[src/sdm_regs.vh]
`ifndef SDM_REGS_VH
`define SDM_REGS_VH
// ******************************
// Register byte offsets
// ******************************
`define SDM_OFF_CTRL 8'h00
`define SDM_OFF_STAT 8'h04
`define SDM_OFF_IRQ_STAT 8'h08
`define SDM_OFF_IRQ_CLR 8'h0C
`define SDM_OFF_IRQ_EN 8'h10
`define SDM_OFF_WORD 8'h14
// ******************************
// Control fields
// ******************************
`define SDM_CTRL_PD_N 0
`define SDM_CTRL_MUTE_N 1
`define SDM_CTRL_CKMUTE_N 2
`define SDM_CTRL_REFSEL_N 3
`define SDM_CTRL_SDOUT_EN 4
`define SDM_CTRL_BCKOUT_EN 5
`define SDM_CTRL_SDMUTE 6
`define SDM_CTRL_RESET 8'h0F
// ******************************
// Status and event fields
// ******************************
`define SDM_EV_WORD 0
`define SDM_EV_ALOSS 1
`define SDM_EV_TLOSS 2
`define SDM_EV_W 3
// ******************************
// Timing
// ******************************
`define SDM_WORD_BITS 16
`define SDM_CNT_W 4
`define SDM_CNT_LAST 4'hF
`define SDM_CNT_HALF 4'h8
`define SDM_TLOSS_RUN 8'h40
`endif

[src/sdm_sync.v]
`timescale 1ns/1ps
// ******************************
// Two-stage level synchroniser
// ******************************
module sdm_sync (
  aclk,
  aresetn,
  ce,
  d,
  q
);
  input wire aclk;
  input wire aresetn;
  input wire ce;
  input wire d;
  output reg q;
  reg meta_reg;
  // First stage feeds only the second
  always @(posedge aclk) begin
    if (!aresetn) begin
      meta_reg <= 1'b0;
      q <= 1'b0;
    end else if (ce) begin
      meta_reg <= d;
      q <= meta_reg;
    end
  end
endmodule

[src/sdm_axil.v]
`timescale 1ns/1ps
`include "sdm_regs.vh"
// ******************************
// AXI4-Lite slave front end
// ******************************
module sdm_axil (
  aclk,
  aresetn,
  ce,
  awaddr,
  awvalid,
  awready,
  wdata,
  wstrb,
  wvalid,
  wready,
  bresp,
  bvalid,
  bready,
  araddr,
  arvalid,
  arready,
  rdata,
  rresp,
  rvalid,
  rready,
  wr_en,
  wr_addr,
  wr_data,
  wr_strb0,
  rd_addr,
  rd_data,
  rd_hit,
  rd_en
);
  input wire aclk;
  input wire aresetn;
  input wire ce;
  input wire [7:0] awaddr;
  input wire awvalid;
  output wire awready;
  input wire [31:0] wdata;
  input wire [3:0] wstrb;
  input wire wvalid;
  output wire wready;
  output reg [1:0] bresp;
  output reg bvalid;
  input wire bready;
  input wire [7:0] araddr;
  input wire arvalid;
  output wire arready;
  output reg [31:0] rdata;
  output reg [1:0] rresp;
  output reg rvalid;
  input wire rready;
  output wire wr_en;
  output wire [7:0] wr_addr;
  output wire [31:0] wr_data;
  output wire wr_strb0;
  output wire [7:0] rd_addr;
  input wire [31:0] rd_data;
  input wire rd_hit;
  output wire rd_en;
  reg aw_full_reg;
  reg w_full_reg;
  reg [7:0] aw_reg;
  reg [31:0] w_reg;
  reg w_strb_reg;
  // Each channel latched independently, so either may come first
  assign awready = ce && !aw_full_reg && !bvalid;
  assign wready = ce && !w_full_reg && !bvalid;
  assign wr_en = ce && aw_full_reg && w_full_reg && !bvalid;
  assign wr_addr = aw_reg;
  assign wr_data = w_reg;
  assign wr_strb0 = w_strb_reg;
  assign arready = ce && !rvalid;
  assign rd_en = arvalid && arready;
  assign rd_addr = araddr;
  // Write path
  always @(posedge aclk) begin
    if (!aresetn) begin
      aw_full_reg <= 1'b0;
      w_full_reg <= 1'b0;
      aw_reg <= 8'h00;
      w_reg <= 32'h00000000;
      w_strb_reg <= 1'b0;
      bvalid <= 1'b0;
      bresp <= 2'h0;
    end else if (ce) begin
      if (awvalid && awready) begin
        aw_full_reg <= 1'b1;
        aw_reg <= awaddr;
      end
      if (wvalid && wready) begin
        w_full_reg <= 1'b1;
        w_reg <= wdata;
        w_strb_reg <= wstrb[0];
      end
      if (wr_en) begin
        aw_full_reg <= 1'b0;
        w_full_reg <= 1'b0;
        bvalid <= 1'b1;
        bresp <= 2'h0;
      end else if (bvalid && bready) begin
        bvalid <= 1'b0;
      end
    end
  end
  // Read path; unmapped reads answer SLVERR with zero data
  always @(posedge aclk) begin
    if (!aresetn) begin
      rvalid <= 1'b0;
      rdata <= 32'h00000000;
      rresp <= 2'h0;
    end else if (ce) begin
      if (rd_en) begin
        rvalid <= 1'b1;
        rdata <= rd_hit ? rd_data : 32'h00000000;
        rresp <= rd_hit ? 2'h0 : 2'h2;
      end else if (rvalid && rready) begin
        rvalid <= 1'b0;
      end
    end
  end
endmodule

[src/sdm_top.v]
`timescale 1ns/1ps
`include "sdm_regs.vh"
// Notes on behaviour
// - Serial bits are gathered into 16-bit parallel words at 1/16 rate.
// - Words align to a divided word clock, driven on word_clock_out.
// - Parity covers all 16 data bits, valid only while powered up.
// - Powerdown low floats data and parity outputs; high runs normally.
// - Data mute low mutes demux input data; high passes data.
// - Clock mute low holds word clock low, still driven.
// - Reference select low picks external clock as PLL reference.
// - Global reset low clears the word path; true outputs low, complements high.
// - Serial data and bit clock outputs can be disabled; data muted.
// - Separate flags report analog loss and transition loss.
// - Optional external reference clock used when selected and seen toggling.
// - First received bit lands on the most significant output bit.
// - Muting feeds zeros so outputs stay low; recovery is unaffected.
module sdm_top (
  aclk,
  aresetn,
  ce,
  global_reset_n,
  serial_bit,
  serial_bit_valid,
  amp_serial_in,
  logic_serial_in,
  serial_src_logic,
  ext_ref_clock,
  analog_signal_loss,
  word_out,
  word_out_n,
  word_out_oe,
  word_parity_out,
  word_parity_out_n,
  word_clock_out,
  word_clock_out_n,
  word_strobe,
  serial_data_out,
  serial_data_oe,
  bit_clock_out,
  bit_clock_oe,
  pll_ref_is_ext,
  transition_loss,
  awaddr,
  awvalid,
  awready,
  wdata,
  wstrb,
  wvalid,
  wready,
  bresp,
  bvalid,
  bready,
  araddr,
  arvalid,
  arready,
  rdata,
  rresp,
  rvalid,
  rready,
  irq
);
  input wire aclk;
  input wire aresetn;
  input wire ce;
  input wire global_reset_n;
  input wire serial_bit;
  input wire serial_bit_valid;
  input wire amp_serial_in;
  input wire logic_serial_in;
  input wire serial_src_logic;
  input wire ext_ref_clock;
  input wire analog_signal_loss;
  output reg [15:0] word_out;
  output reg [15:0] word_out_n;
  output wire word_out_oe;
  output reg word_parity_out;
  output reg word_parity_out_n;
  output reg word_clock_out;
  output reg word_clock_out_n;
  output reg word_strobe;
  output reg serial_data_out;
  output wire serial_data_oe;
  output reg bit_clock_out;
  output wire bit_clock_oe;
  output wire pll_ref_is_ext;
  output wire transition_loss;
  input wire [7:0] awaddr;
  input wire awvalid;
  output wire awready;
  input wire [31:0] wdata;
  input wire [3:0] wstrb;
  input wire wvalid;
  output wire wready;
  output wire [1:0] bresp;
  output wire bvalid;
  input wire bready;
  input wire [7:0] araddr;
  input wire arvalid;
  output wire arready;
  output wire [31:0] rdata;
  output wire [1:0] rresp;
  output wire rvalid;
  input wire rready;
  output wire irq;

  // ******************************
  // Helpers
  // ******************************
  // Even parity: odd number of ones sets the bit
  function parity16;
    input [15:0] w;
    begin
      parity16 = ^w;
    end
  endfunction

  // Word clock is high for counts 15 and 0 to 6, so it rises with the word
  function wclk_high;
    input [`SDM_CNT_W-1:0] c;
    begin
      wclk_high = (c == `SDM_CNT_LAST) || (c < `SDM_CNT_HALF - 4'h1);
    end
  endfunction

  // ******************************
  // Pin synchronisers
  // ******************************
  wire gres_n_s;
  wire aloss_s;
  wire ref_s;
  sdm_sync u_sync_rst (.aclk(aclk), .aresetn(aresetn), .ce(ce),
    .d(global_reset_n), .q(gres_n_s));
  sdm_sync u_sync_aloss (.aclk(aclk), .aresetn(aresetn), .ce(ce),
    .d(analog_signal_loss), .q(aloss_s));
  sdm_sync u_sync_ref (.aclk(aclk), .aresetn(aresetn), .ce(ce),
    .d(ext_ref_clock), .q(ref_s));

  // ******************************
  // Registers
  // ******************************
  reg [7:0] ctrl_reg;
  reg [`SDM_EV_W-1:0] ev_reg;
  reg [`SDM_EV_W-1:0] ev_en_reg;
  reg [`SDM_EV_W-1:0] ev_set;
  reg [`SDM_CNT_W-1:0] cnt_reg;
  reg [15:0] shift_reg;
  reg [7:0] tl_cnt_reg;
  reg last_bit_reg;
  reg ref_seen_reg;
  reg ref_prev_reg;
  reg aloss_prev_reg;
  reg tloss_prev_reg;
  wire wr_en;
  wire [7:0] wr_addr;
  wire [31:0] wr_data;
  wire wr_strb0;
  wire [7:0] rd_addr;
  reg [31:0] rd_data;
  reg rd_hit;
  wire rd_en;
  wire run;
  wire din;
  wire [15:0] word_next;

  assign run = aresetn && gres_n_s;
  // Mute forces zeros into the demux only; serial_bit feeds it directly
  assign din = ctrl_reg[`SDM_CTRL_MUTE_N] & serial_bit;
  // Oldest bit ends up at bit 15
  assign word_next = {shift_reg[14:0], din};
  assign word_out_oe = ctrl_reg[`SDM_CTRL_PD_N];
  assign serial_data_oe = ctrl_reg[`SDM_CTRL_SDOUT_EN];
  assign bit_clock_oe = ctrl_reg[`SDM_CTRL_BCKOUT_EN];
  // Reference pick; external clock only used once seen toggling
  assign pll_ref_is_ext = !ctrl_reg[`SDM_CTRL_REFSEL_N]
    && ref_seen_reg;
  assign transition_loss = (tl_cnt_reg == `SDM_TLOSS_RUN);
  assign irq = |(ev_reg & ev_en_reg);

  sdm_axil u_bus (.aclk(aclk), .aresetn(aresetn), .ce(ce),
    .awaddr(awaddr), .awvalid(awvalid), .awready(awready),
    .wdata(wdata), .wstrb(wstrb), .wvalid(wvalid), .wready(wready),
    .bresp(bresp), .bvalid(bvalid), .bready(bready),
    .araddr(araddr), .arvalid(arvalid), .arready(arready),
    .rdata(rdata), .rresp(rresp), .rvalid(rvalid), .rready(rready),
    .wr_en(wr_en), .wr_addr(wr_addr), .wr_data(wr_data),
    .wr_strb0(wr_strb0), .rd_addr(rd_addr), .rd_data(rd_data),
    .rd_hit(rd_hit), .rd_en(rd_en));

  // ******************************
  // Word assembly and outputs
  // ******************************
  // Counter restarts whenever either reset is active
  always @(posedge aclk) begin
    if (!run) begin
      cnt_reg <= {`SDM_CNT_W{1'b0}};
      shift_reg <= 16'h0000;
      word_out <= 16'h0000;
      word_out_n <= 16'hFFFF;
      word_parity_out <= 1'b0;
      word_parity_out_n <= 1'b1;
      word_clock_out <= 1'b0;
      word_clock_out_n <= 1'b1;
      word_strobe <= 1'b0;
      serial_data_out <= 1'b0;
      bit_clock_out <= 1'b0;
    end else if (ce) begin
      word_strobe <= 1'b0;
      bit_clock_out <= serial_bit_valid;
      // Mute acts at once; waiting for the next bit could leave it high
      if (!ctrl_reg[`SDM_CTRL_CKMUTE_N]) begin
        word_clock_out <= 1'b0;
        word_clock_out_n <= 1'b1;
      end else if (serial_bit_valid) begin
        word_clock_out <= wclk_high(cnt_reg);
        word_clock_out_n <= !wclk_high(cnt_reg);
      end
      if (serial_bit_valid) begin
        // Loopback out ignores demux mute, obeys serial mute
        serial_data_out <= serial_bit
          & !ctrl_reg[`SDM_CTRL_SDMUTE];
        shift_reg <= word_next;
        cnt_reg <= cnt_reg + 4'h1;
        if (cnt_reg == `SDM_CNT_LAST) begin
          // Powered down: hold outputs to save toggling
          if (ctrl_reg[`SDM_CTRL_PD_N]) begin
            word_out <= word_next;
            word_out_n <= ~word_next;
            word_parity_out <= parity16(word_next);
            word_parity_out_n <= ~parity16(word_next);
          end
          word_strobe <= 1'b1;
        end
      end
    end
  end

  // ******************************
  // Loss detection and reference watch
  // ******************************
  // Transitions counted on the raw retimed stream, unaffected by mute
  always @(posedge aclk) begin
    if (!run) begin
      tl_cnt_reg <= 8'h00;
      last_bit_reg <= 1'b0;
      ref_prev_reg <= 1'b0;
      ref_seen_reg <= 1'b0;
    end else if (ce) begin
      ref_prev_reg <= ref_s;
      if (ref_s != ref_prev_reg)
        ref_seen_reg <= 1'b1;
      if (serial_bit_valid) begin
        last_bit_reg <= serial_bit;
        if (serial_bit != last_bit_reg)
          tl_cnt_reg <= 8'h00;
        else if (tl_cnt_reg != `SDM_TLOSS_RUN)
          tl_cnt_reg <= tl_cnt_reg + 8'h01;
      end
    end
  end

  // ******************************
  // Register file and events
  // ******************************
  always @* begin
    ev_set = {`SDM_EV_W{1'b0}};
    ev_set[`SDM_EV_WORD] = word_strobe;
    ev_set[`SDM_EV_ALOSS] = aloss_s && !aloss_prev_reg;
    ev_set[`SDM_EV_TLOSS] = transition_loss && !tloss_prev_reg;
  end

  // Set beats clear in the same cycle so no event is lost
  always @(posedge aclk) begin
    if (!aresetn) begin
      ctrl_reg <= `SDM_CTRL_RESET;
      ev_reg <= {`SDM_EV_W{1'b0}};
      ev_en_reg <= {`SDM_EV_W{1'b0}};
      aloss_prev_reg <= 1'b0;
      tloss_prev_reg <= 1'b0;
    end else if (ce) begin
      aloss_prev_reg <= aloss_s;
      tloss_prev_reg <= transition_loss;
      if (wr_en && wr_strb0 && wr_addr == `SDM_OFF_IRQ_CLR)
        ev_reg <= (ev_reg & ~wr_data[`SDM_EV_W-1:0]) | ev_set;
      else
        ev_reg <= ev_reg | ev_set;
      if (wr_en && wr_strb0) begin
        if (wr_addr == `SDM_OFF_CTRL)
          ctrl_reg <= wr_data[7:0];
        else if (wr_addr == `SDM_OFF_IRQ_EN)
          ev_en_reg <= wr_data[`SDM_EV_W-1:0];
      end
    end
  end

  // Read decode
  always @* begin
    rd_hit = 1'b1;
    rd_data = 32'h00000000;
    if (rd_addr == `SDM_OFF_CTRL)
      rd_data[7:0] = ctrl_reg;
    else if (rd_addr == `SDM_OFF_STAT)
      rd_data[3:0] = {pll_ref_is_ext, transition_loss, aloss_s, run};
    else if (rd_addr == `SDM_OFF_IRQ_STAT)
      rd_data[`SDM_EV_W-1:0] = ev_reg;
    else if (rd_addr == `SDM_OFF_IRQ_CLR)
      rd_data = 32'h00000000;
    else if (rd_addr == `SDM_OFF_IRQ_EN)
      rd_data[`SDM_EV_W-1:0] = ev_en_reg;
    else if (rd_addr == `SDM_OFF_WORD)
      rd_data[16:0] = {word_parity_out, word_out};
    else
      rd_hit = 1'b0;
  end
endmodule

[config.mk]
export PLATFORM = sky130hd
export DESIGN_NAME = sdm_top
export DESIGN_NICKNAME = d
export VERILOG_FILES = /design/src/sdm_sync.v /design/src/sdm_axil.v /design/src/sdm_top.v
export VERILOG_INCLUDE_DIRS = /design/src
export SDC_FILE = /design/constraint.sdc
export NUM_CORES = 1
export LEC_CHECK = 0
export ABC_AREA = 0
export ABC_CLOCK_PERIOD_IN_PS = 4800
export BUFFER_PORTS_ARGS = -buffer_cell sky130_fd_sc_hd__buf_2
export CAP_MARGIN = 0
export CORE_UTILIZATION = 45
export CTS_BUF_LIST = sky130_fd_sc_hd__clkbuf_4 sky130_fd_sc_hd__clkbuf_8
export CTS_CLUSTER_DIAMETER = 50
export DETAILED_ROUTE_END_ITERATION = 7
export PLACE_DENSITY_LB_ADDON = 0.25
export SETUP_SLACK_MARGIN = 0.15
export SKIP_CTS_REPAIR_TIMING = 1
export SLEW_MARGIN = 40
export SYNTH_ARGS = -nofsm -noshare
export SYNTH_HDL_FRONTEND = slang
export SYNTH_SLANG_ARGS = --single-unit
[constraint.sdc]
create_clock -name aclk -period 4.8 [get_ports aclk]
set_input_delay 0.48 -clock aclk [delete_from_list [all_inputs] [get_ports aclk]]
set_output_delay 0.48 -clock aclk [all_outputs]
set_load 0.02 [all_outputs]
==> impl_results.md <==
- Outcome: finished with violations
- Sink Count: 130
- Max clock buf depth: 2
- Largest register FFs: 17
- Design area: 6340 µm²
- Compound-Gate Fraction of Synth Area: 0.147
- DIE AREA: 12500 µm²
- Max rail drop VDD: 0.182 mV
- Switch Pwr: 492 µW
- Unrepaired setup endpoints after global routing: false
- Placed cell areas: 5920 µm²
- Setup-failing EPs final: 0
- Simple-gate share of the synthesized area: 0.222
- Max cap viols: 0
- DRC Markers: 13
- Final hold violation count: 0
- Switching Share: 0.227
- Ys Warns: 0
- Mux cell area share after synthesis: 0.0444
- Routed vias: 4446
- First-pass GRT wire length: 20000 µm
- Vias in the first global route: 4158
- Routed Antenna Nets: 0
- Ys async rst share: 0
- Share of power burned in registers: 0.509
- Number of I/O pins: 154
- Synthesized area: between 5000 and 6000 µm²
- Port-buffer cells: between 100 and 150
- Syn Area/Cell: roughly 8.8 µm²
- Crit path buffers/inverters: 2
- Delay of the slowest critical-path stage: about 420 ps
- DRT Pass-1 Iters: 8
- Reg with most FFs: u_bus.rdata
- Site Rows: 39
- Post-synthesis sequential area ratio: 0.480
- Initial antenna violation count: 0
- Worst Setup End Kind: output pin
- Root Driver: clkbuf_8
- Top cell type by total area after synthesis: dfxtp_1
- Commonest cells in the synthesized netlist: nand2_1, dfxtp_1, a21oi_1
- Xor and xnor fraction of the mapped netlist area: 0.0413
- CP top delay family: simple AND/OR/NAND/NOR gates
- Measured slew at the worst slew-check pin: around 800 ps
- Final WL: 12300 µm
- Routability cong.: 0.794
- Synth top area share: 0.480
- CTS Buf Count: 17
- Synth area leaders: dfxtp_1, nand2_1, mux2i_1
- Starting Density: 0.468
- DR iter-0 viols: between 300 and 400
- F_max: between 0.3 and 0.4 GHz
- Core area: 11600 µm²
- DIE WIDTH: 112 µm
- Sum of negative setup slack: 0 ps
- GR Overflow Total: 0
- Count leader, synth: nand2_1
- Final #Nets: roughly 780
- Critical path data arrival time: 2040 ps
- Clock latency on the worst-skew pair: 430 ps
- DP HPWL: approximately 8900 µm
- Logic pwr share: 0.054
- Final Skew: 10.7 ps
- CP Data Required Time: ~4300 ps
- Crit start category: flop
- Worst-path clk slew: approximately 70 ps
- Synth Flop Type: dfxtp_1
- Gate Count Post-Synth: 618
- FF+latch count, synth: 130
- Chip height: 112 µm
- Vias per inst: 5.15
- Max Slew Vio Count: 0
- CP Max Fanout: 7
- Top flop regs: u_bus.rdata x17, word_out x16, word_out_n x16
- Hold Crit Class: input pin to flop
- Failing checks: design-rule violations
- Max_slew headroom: 0.469
- Share of cells above drive strength 1: 0.205
- Combinational family with the most area after synthesis: simple AND/OR/NAND/NOR gates
- Period Utilization, post-route: 0.526
- Worst setup path class: flop to output pin
- Pleak: 2.50 nW
- Internal power: 1.67 mW
- Clock power frac: 0.438
- Slowest-stage cell, CP: nor4bb_1
- Largest net degree at the start of global routing: 64
- Min Tclk post-route: ~2500 ps
- Global Route Usage Sum: 0.203
- Distinct cells, synth: 52
- TritonCTS clock tree: done
- Area Overhead vs Synth: 17.1%
- ANT cells: 0
- H-tree depth: 4
- Synth Area in Adders: 0.00693
- WL/cell: 14.2 µm
- Pwr dens: about 340 nW/µm²
- CP cell instances: inv_1 > ha_1 > nor4bb_1 > and2_1 > buf_2
- Post-synth EDFFs: 0
[power by group through the flow]
stage / combinational [mW] / clock, mW / sequential [mW]
finish: 0.116 / 0.948 / 1.10
global placement: 0.114 / 0 / 1.12
detailed placement: 0.116 / 0 / 1.13
global route: 0.130 / 1.02 / 1.10
floorplan: 0.0954 / 0 / 1.12
CTS: 0.117 / 0.963 / 1.10
[final timing paths]
kind	startpoint	to	slack [ps]	depth (start not counted)
hold / removal	awaddr[3]	u_bus.wr_addr[3]	280	3
hold reg to reg	u_bus.wr_addr[7]	u_bus.wr_addr[7]	450	2
setup reg to reg	u_bus.rvalid	u_bus.rdata[16]	2820	5
setup / recovery	tl_cnt_reg[0]	transition_loss	2280	5
[per-layer routing]
layer  track usage  up-vias  share of wire
li1              -     2223              -
met1         0.253     2089           0.44
met2         0.338      115           0.48
met3        0.0528       19          0.062
met4        0.0766        0          0.017
met5             0        -              0
[worst register-to-register path, stage by stage (launching register included)]
cell	delay [ps]
dfxtp_1	330
nor2b_1	140
nand2_1	470
nor4_4	690
a22oi_1	130
nor2b_1	140
[cell families after synthesis]
family,after synthesis
AOI/OAI and AO/OA,126
xor gates and xnor gates,24
adders and majority gates,3
buffers and inverters,61
DFF,130
muxes,24
other,1
and+or+nand+nor,249
[through the flow]
step / utilization / instances / worst slack (ps) / hold WS, ps / total power [mW]
floorplan: - / 635 / 2840 / 429 / 1.22
global placement: 0.512 / 832 / 2200 / 440 / 1.24
detailed placement: 0.512 / 832 / 2160 / 452 / 1.24
CTS: 0.548 / 864 / 2240 / 255 / 2.18
global route: 0.549 / 864 / 2120 / 266 / 2.25
finish: 0.549 / 864 / 2280 / 278 / 2.17
[cell type report]
type / instances / area [µm²]
well taps: 143 / 179
repair buffers: 107 / 543
flip-flops and latches: 130 / 2600
multi-input cells: 444 / 2570
inverters: 8 / 30.0
clock buffers: 24 / 318
clock inverters: 8 / 100
fillers: 1084 / 5220
[layout by cell type (no fill, tap or decap), types with 10 or more instances in the layout]
cell,instances
nand2_1,149
nor2_1,22
dfxtp_1,130
a21boi_1,19
clkbuf_8,22
nor2b_1,34
xnor2_1,13
a21oi_1,43
o21ai_0,20
buf_2,104
mux2i_1,24
xor2_1,10
conb_1,18
a22oi_1,14
Note: power is estimated with default switching activity, not from simulation.
